==> src/inc/poc_pkg.sv <==
// Constants and types for the loop operational control bank
package poc_pkg;
  localparam int ADDR_W = 12;
  localparam int DATA_W = 8;
  localparam int OFS_W  = 24;
  localparam int STEP_W = 16;
  localparam int NREF   = 4;

  localparam logic [ADDR_W-1:0] STEP_LO_ADDR = 12'h412;
  localparam logic [ADDR_W-1:0] STEP_HI_ADDR = 12'h413;
  localparam logic [ADDR_W-1:0] MODE_ADDR    = 12'ha22;
  localparam logic [ADDR_W-1:0] LRST_ADDR    = 12'ha23;
  localparam logic [ADDR_W-1:0] PHASE_ADDR   = 12'ha24;
  localparam logic [ADDR_W-1:0] OFS0_ADDR    = 12'ha28;
  localparam logic [ADDR_W-1:0] OFS1_ADDR    = 12'ha29;
  localparam logic [ADDR_W-1:0] OFS2_ADDR    = 12'ha2a;
  localparam logic [ADDR_W-1:0] CH1_ADDR     = 12'ha40;

  // Mode register fields
  localparam int MAN_LSB  = 5;
  localparam int MAN_W    = 2;
  localparam int SW_LSB   = 2;
  localparam int SW_W     = 3;
  localparam int HOLD_BIT = 1;
  localparam int FREE_BIT = 0;
  localparam logic [6:0] MODE_RST = 7'h00;
  // Loop reset register fields
  localparam int LF_BIT   = 2;
  localparam int TWH_BIT  = 1;
  localparam int ASY_BIT  = 0;
  localparam logic [2:0] LRST_RST = 3'h0;
  // Phase register fields
  localparam int PZ_BIT   = 2;
  localparam int PDN_BIT  = 1;
  localparam int PUP_BIT  = 0;
  // Second channel register fields
  localparam int SYNC_BIT = 2;
  localparam int CAL_BIT  = 1;
  localparam int PD_BIT   = 0;
  localparam logic [2:0] CH1_RST = 3'h0;
  localparam logic [STEP_W-1:0] STEP_RST = 16'h0000;

  // Switching mode encodings
  localparam logic [2:0] SW_AUTO_REV   = 3'h0;
  localparam logic [2:0] SW_AUTO_NREV  = 3'h1;
  localparam logic [2:0] SW_MAN_FB_REF = 3'h2;
  localparam logic [2:0] SW_MAN_FB_HO  = 3'h3;
  localparam logic [2:0] SW_MAN_NOFB   = 3'h4;

  typedef enum logic [2:0] {
    POC_AUTO_REV,
    POC_AUTO_NREV,
    POC_MAN_FB_REF,
    POC_MAN_FB_HO,
    POC_MAN_NOFB,
    POC_UNASSIGNED
  } poc_mode_e;
endpackage

==> src/rtl/poc_edge.sv <==
// Registered rise and fall pulse detector for control bits
`timescale 1ns/1ns
`default_nettype none
module poc_edge #(
  parameter int W = 1
) (
  // Clock and reset
  input  wire logic         clock,
  input  wire logic         rstn,
  // Level in, pulses out
  input  wire logic [W-1:0] level,
  output logic      [W-1:0] rise,
  output logic      [W-1:0] fall
);
  logic [W-1:0] prev_reg;

  always_ff @(posedge clock) begin
    if (!rstn) begin
      prev_reg <= '0;
      rise     <= '0;
      fall     <= '0;
    end else begin
      prev_reg <= level;
      rise     <= level & ~prev_reg;
      fall     <= prev_reg & ~level;
    end
  end
endmodule
`default_nettype wire

==> src/rtl/poc_phase_acc.sv <==
// Incremental phase offset accumulator
`timescale 1ns/1ns
`default_nettype none
module poc_phase_acc
  import poc_pkg::*;
(
  // Clock and reset
  input  wire logic              clock,
  input  wire logic              rstn,
  // One-cycle commands
  input  wire logic              zero_cmd,
  input  wire logic              down_cmd,
  input  wire logic              up_cmd,
  input  wire logic [STEP_W-1:0] step,
  // Accumulated offset, two's complement
  output logic      [OFS_W-1:0]  offset
);
  logic [OFS_W-1:0] step_ext;

  assign step_ext = {{(OFS_W-STEP_W){1'b0}}, step};

  // Zeroing wins; opposite steps in one write cancel
  always_ff @(posedge clock) begin
    if (!rstn) begin
      offset <= '0;
    end else if (zero_cmd) begin
      offset <= '0;
    end else if (down_cmd && !up_cmd) begin
      offset <= offset - step_ext;
    end else if (up_cmd && !down_cmd) begin
      offset <= offset + step_ext;
    end
  end
endmodule
`default_nettype wire

==> src/rtl/poc_ctrl.sv <==
// Operational control register bank for both clock channels
//
// The strobed register port was decided locally.
`timescale 1ns/1ns
`default_nettype none
module poc_ctrl
  import poc_pkg::*;
(
  // Clock and reset
  input  wire logic              clock,
  input  wire logic              rstn,
  // Register port
  input  wire logic [ADDR_W-1:0] addr,
  input  wire logic [DATA_W-1:0] wdata,
  input  wire logic              wr,
  input  wire logic              rd,
  output logic      [DATA_W-1:0] rdata,
  // First loop reference selection
  output logic      [SW_W-1:0]   ref_switch_mode_field,
  output poc_mode_e              ref_switch_mode,
  output logic                   mode_auto_select,
  output logic                   mode_revertive,
  output logic                   mode_fallback_ref,
  output logic                   mode_fallback_holdover,
  output logic                   mode_unassigned,
  output logic      [MAN_W-1:0]  manual_ref_select_field,
  output logic      [NREF-1:0]   manual_ref_onehot,
  // First loop forcing
  output logic                   force_holdover,
  output logic                   force_free_run,
  // First loop resets, level while set
  output logic                   clear_loop_filter,
  output logic                   clear_tuning_history,
  output logic                   clear_auto_sync,
  // First loop phase offset
  output logic      [STEP_W-1:0] phase_step,
  output logic      [OFS_W-1:0]  phase_offset,
  output logic                   phase_update,
  // Second channel
  output logic                   chan1_dist_stall,
  output logic                   chan1_dist_restart,
  output logic                   chan1_vco_cal_start,
  output logic                   chan1_power_down
);
  logic [6:0]        mode_reg;
  logic [2:0]        lrst_reg;
  logic [2:0]        ch1_reg;
  logic [STEP_W-1:0] step_reg;
  logic [2:0]        phase_cmd_reg;
  logic [DATA_W-1:0] rdata_next;
  poc_mode_e         mode_next;
  logic              wr_mode;
  logic              wr_lrst;
  logic              wr_phase;
  logic              wr_ch1;
  logic              cal_rise;
  logic              sync_fall;
  logic [1:0]        ch1_rise;
  logic [1:0]        ch1_fall;

  // Address decode
  assign wr_mode  = wr && (addr == MODE_ADDR);
  assign wr_lrst  = wr && (addr == LRST_ADDR);
  assign wr_phase = wr && (addr == PHASE_ADDR);
  assign wr_ch1   = wr && (addr == CH1_ADDR);

  // First loop user mode register
  always_ff @(posedge clock) begin
    if (!rstn) begin
      mode_reg <= MODE_RST;
    end else if (wr_mode) begin
      mode_reg <= wdata[6:0];
    end
  end

  // Loop reset register; the resets hold while the bits stay set
  always_ff @(posedge clock) begin
    if (!rstn) begin
      lrst_reg <= LRST_RST;
    end else if (wr_lrst) begin
      lrst_reg <= wdata[2:0];
    end
  end

  // Step size, low and high bytes
  always_ff @(posedge clock) begin
    if (!rstn) begin
      step_reg <= STEP_RST;
    end else if (wr && (addr == STEP_LO_ADDR)) begin
      step_reg[7:0] <= wdata;
    end else if (wr && (addr == STEP_HI_ADDR)) begin
      step_reg[15:8] <= wdata;
    end
  end

  // Second channel register
  always_ff @(posedge clock) begin
    if (!rstn) begin
      ch1_reg <= CH1_RST;
    end else if (wr_ch1) begin
      ch1_reg <= wdata[2:0];
    end
  end

  // Phase commands live for one cycle only
  always_ff @(posedge clock) begin
    if (!rstn) begin
      phase_cmd_reg <= 3'h0;
    end else if (wr_phase) begin
      phase_cmd_reg <= wdata[2:0];
    end else begin
      phase_cmd_reg <= 3'h0;
    end
  end

  poc_phase_acc u_acc (
    .clock    (clock),
    .rstn     (rstn),
    .zero_cmd (phase_cmd_reg[PZ_BIT]),
    .down_cmd (phase_cmd_reg[PDN_BIT]),
    .up_cmd   (phase_cmd_reg[PUP_BIT]),
    .step     (step_reg),
    .offset   (phase_offset)
  );

  always_ff @(posedge clock) begin
    if (!rstn) begin
      phase_update <= 1'b0;
    end else begin
      phase_update <= |phase_cmd_reg;
    end
  end

  assign phase_step = step_reg;

  // Edges of soft sync and calibrate bits
  poc_edge #(.W(2)) u_edge (
    .clock (clock),
    .rstn  (rstn),
    .level ({ch1_reg[SYNC_BIT], ch1_reg[CAL_BIT]}),
    .rise  (ch1_rise),
    .fall  (ch1_fall)
  );

  assign cal_rise  = ch1_rise[0];
  assign sync_fall = ch1_fall[1];

  // A sleeping VCO cannot calibrate, so the start is dropped then
  always_ff @(posedge clock) begin
    if (!rstn) begin
      chan1_vco_cal_start <= 1'b0;
    end else begin
      chan1_vco_cal_start <= cal_rise && !ch1_reg[PD_BIT];
    end
  end

  always_ff @(posedge clock) begin
    if (!rstn) begin
      chan1_dist_stall   <= 1'b0;
      chan1_dist_restart <= 1'b0;
    end else begin
      chan1_dist_stall   <= ch1_reg[SYNC_BIT];
      chan1_dist_restart <= sync_fall;
    end
  end

  always_ff @(posedge clock) begin
    if (!rstn) begin
      chan1_power_down <= 1'b0;
    end else begin
      chan1_power_down <= ch1_reg[PD_BIT];
    end
  end

  // Forcing and reset levels
  always_ff @(posedge clock) begin
    if (!rstn) begin
      force_holdover       <= 1'b0;
      force_free_run       <= 1'b0;
      clear_loop_filter    <= 1'b0;
      clear_tuning_history <= 1'b0;
      clear_auto_sync      <= 1'b0;
    end else begin
      force_holdover       <= mode_reg[HOLD_BIT];
      force_free_run       <= mode_reg[FREE_BIT];
      clear_loop_filter    <= lrst_reg[LF_BIT];
      clear_tuning_history <= lrst_reg[TWH_BIT];
      clear_auto_sync      <= lrst_reg[ASY_BIT];
    end
  end

  // Switching mode decode
  always_comb begin
    case (mode_reg[SW_LSB +: SW_W])
      SW_AUTO_REV:   mode_next = POC_AUTO_REV;
      SW_AUTO_NREV:  mode_next = POC_AUTO_NREV;
      SW_MAN_FB_REF: mode_next = POC_MAN_FB_REF;
      SW_MAN_FB_HO:  mode_next = POC_MAN_FB_HO;
      SW_MAN_NOFB:   mode_next = POC_MAN_NOFB;
      default:       mode_next = POC_UNASSIGNED;
    endcase
  end

  // Undefined codes are flagged and steer no selection behaviour
  always_ff @(posedge clock) begin
    if (!rstn) begin
      ref_switch_mode        <= POC_AUTO_REV;
      ref_switch_mode_field  <= MODE_RST[SW_LSB +: SW_W];
      mode_auto_select       <= 1'b1;
      mode_revertive         <= 1'b1;
      mode_fallback_ref      <= 1'b0;
      mode_fallback_holdover <= 1'b0;
      mode_unassigned        <= 1'b0;
    end else begin
      ref_switch_mode        <= mode_next;
      ref_switch_mode_field  <= mode_reg[SW_LSB +: SW_W];
      case (mode_next)
        POC_AUTO_REV: begin
          mode_auto_select       <= 1'b1;
          mode_revertive         <= 1'b1;
          mode_fallback_ref      <= 1'b0;
          mode_fallback_holdover <= 1'b0;
          mode_unassigned        <= 1'b0;
        end
        POC_AUTO_NREV: begin
          mode_auto_select       <= 1'b1;
          mode_revertive         <= 1'b0;
          mode_fallback_ref      <= 1'b0;
          mode_fallback_holdover <= 1'b0;
          mode_unassigned        <= 1'b0;
        end
        POC_MAN_FB_REF: begin
          mode_auto_select       <= 1'b0;
          mode_revertive         <= 1'b0;
          mode_fallback_ref      <= 1'b1;
          mode_fallback_holdover <= 1'b0;
          mode_unassigned        <= 1'b0;
        end
        POC_MAN_FB_HO: begin
          mode_auto_select       <= 1'b0;
          mode_revertive         <= 1'b0;
          mode_fallback_ref      <= 1'b0;
          mode_fallback_holdover <= 1'b1;
          mode_unassigned        <= 1'b0;
        end
        POC_MAN_NOFB: begin
          mode_auto_select       <= 1'b0;
          mode_revertive         <= 1'b0;
          mode_fallback_ref      <= 1'b0;
          mode_fallback_holdover <= 1'b0;
          mode_unassigned        <= 1'b0;
        end
        default: begin
          mode_auto_select       <= 1'b0;
          mode_revertive         <= 1'b0;
          mode_fallback_ref      <= 1'b0;
          mode_fallback_holdover <= 1'b0;
          mode_unassigned        <= 1'b1;
        end
      endcase
    end
  end

  // Manual reference choice, one-hot per input
  always_ff @(posedge clock) begin
    if (!rstn) begin
      manual_ref_select_field <= MODE_RST[MAN_LSB +: MAN_W];
    end else begin
      manual_ref_select_field <= mode_reg[MAN_LSB +: MAN_W];
    end
  end

  genvar gi;
  generate
    for (gi = 0; gi < NREF; gi++) begin : g_ref
      always_ff @(posedge clock) begin
        if (!rstn) begin
          manual_ref_onehot[gi] <= (gi == 0);
        end else begin
          manual_ref_onehot[gi] <= (mode_reg[MAN_LSB +: MAN_W] == MAN_W'(gi));
        end
      end
    end
  endgenerate

  // Read mux; reserved and unmapped read zero
  always_comb begin
    rdata_next = 8'h00;
    case (addr)
      STEP_LO_ADDR: rdata_next = step_reg[7:0];
      STEP_HI_ADDR: rdata_next = step_reg[15:8];
      MODE_ADDR:    rdata_next = {1'b0, mode_reg};
      LRST_ADDR:    rdata_next = {5'h00, lrst_reg};
      PHASE_ADDR:   rdata_next = 8'h00;
      OFS0_ADDR:    rdata_next = phase_offset[7:0];
      OFS1_ADDR:    rdata_next = phase_offset[15:8];
      OFS2_ADDR:    rdata_next = phase_offset[23:16];
      CH1_ADDR:     rdata_next = {5'h00, ch1_reg};
      default:      rdata_next = 8'h00;
    endcase
  end

  // Data stands only in the cycle after the strobe
  always_ff @(posedge clock) begin
    if (!rstn) begin
      rdata <= 8'h00;
    end else if (rd) begin
      rdata <= rdata_next;
    end else begin
      rdata <= 8'h00;
    end
  end
endmodule
`default_nettype wire

==> config.mk <==
export PLATFORM = sky130hd
export DESIGN_NAME = poc_ctrl
export DESIGN_NICKNAME = d
export VERILOG_FILES = /design/src/inc/poc_pkg.sv /design/src/rtl/poc_edge.sv /design/src/rtl/poc_phase_acc.sv /design/src/rtl/poc_ctrl.sv
export SDC_FILE = /design/constraint.sdc
export NUM_CORES = 1
export LEC_CHECK = 0
export BUFFER_PORTS_ARGS = -buffer_cell sky130_fd_sc_hd__buf_2
export CAP_MARGIN = 20
export CORE_ASPECT_RATIO = 1.2
export CORE_UTILIZATION = 57
export DETAILED_ROUTE_END_ITERATION = 8
export PLACE_DENSITY = 0.81
export SYNTH_ARGS = -nofsm -noshare
export SYNTH_HDL_FRONTEND = slang
export SYNTH_HIERARCHICAL = 1
export SYNTH_SLANG_ARGS = --single-unit
==> constraint.sdc <==
create_clock -name clock -period 4.2 [get_ports clock]
set_clock_uncertainty 0.05 [all_clocks]
set_input_delay 0 -clock clock [delete_from_list [all_inputs] [get_ports clock]]
set_output_delay 0 -clock clock [all_outputs]
set_load 0.03 [all_outputs]
==> flow_summary.yaml, run 1 <==
outcome:
  status: "completed"
route:
  vias: 5204
  vias_per_cell: 6.09
  drt-pass1-iter-count: 5
  drt_iter0_markers: 340
  routedWlPerCell_microns: 19.0
  routed_wl_microns: 16300
  ant_nets: 0
  route.detailed.drc: 0
clocking:
  clockBufferDepth: 2
  ctsResizeCount: 0
  cts.sinks: 95
  holdBufCountCts: 8
  cts_tree: "yes"
  clock_latency_ns: 0.35
  root_buffer: "clkbuf_16"
  post_cts.repair.setup_buffers: 0
  path_clk_slew_ns: 0.07
  numCtsBuffers: 9
  htree_levels: 3
layout:
  fillCellCount: 807
  diodes: 0
  top_register: "u_acc/offset"
  regArea_sq_um: 1900
  fin_util_pct: 67.3
  syn_to_final_growth_pct: 14.6
  drive_gt1_share_pct: 21.9
  largest_reg_flops: 24
  fin_nets: 777
  multi_input_area_sq_um: 3420
  fin_area_sq_um: 6410
pwr:
  power_density_nw_per_um2: 281
  p_leak_nw: 2.81
  power.total_mw: 1.80
  vdd_drop_max_v: 0.000257
sta:
  finalCritPeriodShare_pct: 88.2
  tns_ns: 0
  report.final.setup_viol: 0
  slew_viol_final: 0
  rsz0062_at_grt: "false"
  worstMarginPinSlew_ns: 1.04
  layout_min_cycle_time_ns: 3.71
  hold_violations: 0
  fmax_ghz: 0.270
  maxSlewHeadroom_pct: 30.7
floorplanning:
  core-area_sq_um: 9520
  die_h_microns: 110
  num_rows: 39
  die_x_microns: 92.4
  initial_core_util_pct: 58.8
  io_pins: 99
  dieArea_sq_um: 10200
global_routing:
  overflow: 0
  grt_pass1_vias: 4864
  grt_max_degree: 55
  antenna_found_initial: 0
  grt_use_total_pct: 32.0
  grt_pass1_wl_microns: 25600
worst_setup_path:
  critPathTopFamily: "simple AND/OR/NAND/NOR gates"
  critPathMaxStageDelay_ns: 0.44
  setup.worst_path.start_class: "flip-flop"
  cp_common_cell: "xnor2_1"
  cp_max_fo: 6
  critPathSlowestCell: "or3_1"
  arrival_ns: 3.93
  required_ns: 4.42
  path_class: "reg -> reg"
  critical_path_buf_inv_count: 0
  worst_setup_path_end_kind: "flip-flop"
  cp_cell_sequence: "or3_1, or3_4, nor3_1, a41oi_1, xnor2_1, ha_1, and3_1, nand2_1, nor4_1, a21oi_1, xnor2_1, o31ai_2"
place:
  io_buffers: 98
  place_area_sq_um: 6040
  gp_congestion: 0.976
  dp_hpwl_microns: 12000
run:
  cap_violations: 0
synth:
  synth_warnings: 6
  synth_cells: 642
  synth_fp_nets: 693
  syn_area_sq_um: 5590
  avgSynthCellArea_sq_um: 8.71
worst_hold_path:
  hold_class: "in -> reg"
[worst paths after layout]
| check | cells past startpoint | slack [ns] | end | start |
|---|---|---|---|---|
| worst min-delay path | 4 | 0.06 | rdata[5] | rd |
| worst max register to register | 12 | 0.49 | u_acc/offset[23] | phase_step[9] |
| worst min register to register | 2 | 0.36 | chan1_vco_cal_start | u_edge/rise[0] |
| worst max-delay path | 12 | 0.49 | u_acc/offset[23] | phase_step[9] |
[placed cells by master, fill, tap and decap left out, types with 6 or more instances in the layout]
cell type / instances
mux2_2: 10
nand2b_1: 6
nor2_1: 47
a21oi_1: 52
a31oi_1: 7
xnor2_1: 24
dlygate4sd3_1: 8
nor3_1: 12
and2_1: 19
ha_1: 26
nand2_1: 35
nand3_1: 49
o21ai_0: 41
mux2i_1: 23
xor2_1: 7
or2_2: 6
clkbuf_16: 9
a21boi_0: 8
inv_1: 16
dfxtp_1: 95
a21boi_1: 16
buf_2: 98
nand4_1: 10
nor2b_1: 13
o21a_1: 9
[power breakdown]
part	switching, mW	total, mW	internal [mW]
Combinational	0.0541	0.0845	0.0303
Sequential	0.0000575	0.900	0.900
Clock	0.398	0.814	0.417
[worst min-delay path: stages]
cell	delay, ns
buf_2	0.10
nand2_1	0.12
a31oi_4	0.08
o21a_1	0.12
[layer usage]
metal	GRT usage [%]	share of wire, %	up-vias
met1	39.2	40	2456
met4	11.9	2.6	0
li1	-	-	2482
met5	0	0	-
met2	56.2	51	232
met3	4.48	6.6	34
[area by class of cell]
class	instances	area share, %
multi-input cells	497	53.4
inverters	16	0.937
clock inverters	7	0.996
clock buffers	9	3.51
repair buffers	107	9.02
flip-flops and latches	95	29.7
well taps	123	2.40
[metrics by stage]
stage	setup WS (ns)	hold slack, ns	cells
finish	0.494	0.0557	854
global route	0.300	0.0729	854
CTS	0.638	0.0439	854
detailed placement	0.679	0.244	830
global placement	0.751	0.236	830
floorplan	0.871	0.0717	642
(Power assumes the default switching activity.)
==> inputs of run 2 (changes only) <==
--- a/config.mk
+++ b/config.mk
@@ -7,11 +7,10 @@
 export LEC_CHECK = 0
 export BUFFER_PORTS_ARGS = -buffer_cell sky130_fd_sc_hd__buf_2
 export CAP_MARGIN = 20
-export CORE_ASPECT_RATIO = 1.2
-export CORE_UTILIZATION = 57
+export CORE_UTILIZATION = 56
 export DETAILED_ROUTE_END_ITERATION = 8
+export HOLD_SLACK_MARGIN = 0.03
 export PLACE_DENSITY = 0.81
 export SYNTH_ARGS = -nofsm -noshare
 export SYNTH_HDL_FRONTEND = slang
-export SYNTH_HIERARCHICAL = 1
 export SYNTH_SLANG_ARGS = --single-unit
==> run 2 against run 1 <==
- routed wire length down 13%
- die area down 8.0%
- combinational power down 24%
- sequential power down 1%
- critical path type unchanged
==> flow_summary.yaml, run 2 <==
pwr:
  power.switching_mw: 0.414
  p_sw_share_pct: 25.4
  power_density_nw_per_um2: 271
  internal_power_mw: 1.21
  p_leak_nw: 2.66
  comb_power_share_pct: 3.9
  vdd_drop_max_v: 0.000233
  seqPwrFrac_pct: 54.7
  power.total_mw: 1.63
  clkPwrFrac_pct: 41.3
sta:
  layout_min_cycle_time_ns: 3.71
  fmax_ghz: 0.270
  finalCritPeriodShare_pct: 88.3
  whs_ns: 0.0531
  rsz0062_at_grt: "false"
  maxSlewHeadroom_pct: 23.6
  report.final.setup_viol: 0
  hold_violations: 0
  fin_ws_ns: 0.492
  worstMarginPinSlew_ns: 1.13
  slew_viol_final: 0
  tns_ns: 0
route:
  drt_iter0_markers: 366
  wl_met3_microns: 1120
  route.detailed.drc: 0
  routed_wl_microns: 14100
  vias_per_cell: 5.90
  drt-pass1-iter-count: 5
  top_layer_used: "met4"
  ant_nets: 0
  wl_met2_microns: 6450
  vias: 4735
  m1WireLength_microns: 6190
  routedWlPerCell_microns: 17.5
floorplanning:
  io_pins: 99
  die_x_microns: 96.9
  num_rows: 34
  initial_core_util_pct: 57.8
  dieArea_sq_um: 9390
  die_h_microns: 96.9
  core-area_sq_um: 8720
global_routing:
  grt_pass1_vias: 4340
  grt_pass1_wl_microns: 22300
  grt_use_total_pct: 29.8
  antenna_found_initial: 0
  overflow: 0
  grt_max_degree: 53
synth:
  yosysSeqAreaShare_pct: 37.3
  syn_area_sq_um: 5040
  synth.most_common_cell: "dfxtp_1"
  synth_warnings: 0
  synth_top_area_share_pct: 37.3
  ys.flop_type: "dfxtp_1"
  synth_area_leaders: "dfxtp_1, mux2i_1, ha_1"
  synth_cell_type_count: 55
  synth_fp_nets: 636
  synth_seq_cells: 94
  synth_edf_count: 0
  yosysTopAreaCell: "dfxtp_1"
  avgSynthCellArea_sq_um: 8.64
  synth_cells: 584
  synthTopCellsByCount: "dfxtp_1, nor2_1, nand2_1"
  synth_async_sr_flop_share_pct: 0
layout:
  fin_util_pct: 68.8
  final_common_cell: "buf_2"
  fin_nets: 742
  stdcell_count: 803
  diodes: 0
  layout_common_cells: "buf_2, dfxtp_1, nor2_1"
  fin_area_sq_um: 6000
  syn_to_final_growth_pct: 18.8
  top_register: "u_acc.offset"
  drive_gt1_share_pct: 18.7
  largest_reg_flops: 24
worst_setup_path:
  worst_setup_path_end_kind: "flip-flop"
  required_ns: 4.43
  cp_max_fo: 8
  cp_cell_sequence: "nor4_1, and3_1, and2_1, nor2_1, xnor2_1, ha_1, and3_1, nand2_1, o211a_4, o2111a_1, or3_1, a311oi_1"
  setup.worst_path.start_class: "flip-flop"
  path_class: "reg -> reg"
  critPathMaxStageDelay_ns: 0.53
  critPathSlowestCell: "nor4_1"
  cp_common_cell: "and3_1"
  arrival_ns: 3.94
clocking:
  ctsResizeCount: 0
  holdBufCountCts: 16
  path_clk_slew_ns: 0.11
  clock_latency_ns: 0.38
  cts.sinks: 94
  htree_levels: 3
  numCtsBuffers: 9
  clockBufferDepth: 2
  post_cts.repair.setup_buffers: 0
  root_buffer: "clkbuf_8"
  cts_tree: "yes"
place:
  dp_hpwl_microns: 10300
  post-place-cells: 771
  pre_cts_slack_ns: 0.604
  gp_congestion: 0.978
  place_area_sq_um: 5610
  io_buffers: 98
outcome:
  status: "completed"
worst_hold_path:
  hold_class: "in -> reg"
run:
  cap_violations: 0
-- run 2: cells by family (layout without fill, tap and decap cells) --
family	Yosys count	in the layout	share of synthesized area [%]
AOI/OAI and AO/OA	135	135	18.1
xor gates and xnor gates	33	33	5.73
adders and majority gates	28	28	7.09
buffers and inverters	39	150	3.00
DFF	94	94	37.3
muxes	39	39	7.84
and+or+nand+nor	216	216	21.0
-- run 2: power groups by stage --
stage	combinational, mW	clock (mW)	sequential [mW]
3_5_place_dp	0.0545	0	0.911
4_1_cts	0.0618	0.673	0.891
3_3_place_gp	0.0540	0	0.911
2_1_floorplan	0.0300	0	0.911
6_report	0.0640	0.672	0.891
5_1_grt	0.0681	0.710	0.891
-- run 2: cell type report --
class	instances	area (sq um)
well taps	108	135
inverters	16	60.1
repair buffers	118	681
flip-flops and latches	94	1880
fillers	702	2730
multi-input cells	451	3010
clock buffers	9	124
clock inverters	7	103
-- run 2: per-layer routing --
metal	global-route usage, %	up-vias
met5	0	-
met4	11.0	0
met3	5.27	38
met2	47.7	257
met1	40.2	2149
li1	-	2291
-- run 2: final timing paths --
check / end / from / slack, ns / cells after the start
hold / removal: phase_cmd_reg[1] / addr[2] / 0.05 / 3
hold reg to reg: u_edge.rise[0] / u_edge.prev_reg[0] / 0.34 / 1
setup / recovery: u_acc.offset[18] / phase_step[3] / 0.49 / 12
setup reg to reg: u_acc.offset[18] / phase_step[3] / 0.49 / 12
-- run 2: worst max-delay path, delay by kind of cell, from the launching register on --
family | cells | cell delay, ns
adders and majority gates | 1 | 0.41
xor gates and xnor gates | 1 | 0.13
and+or+nand+nor | 7 | 1.84
AOI/OAI and AO/OA | 3 | 0.78
DFF | 1 | 0.41
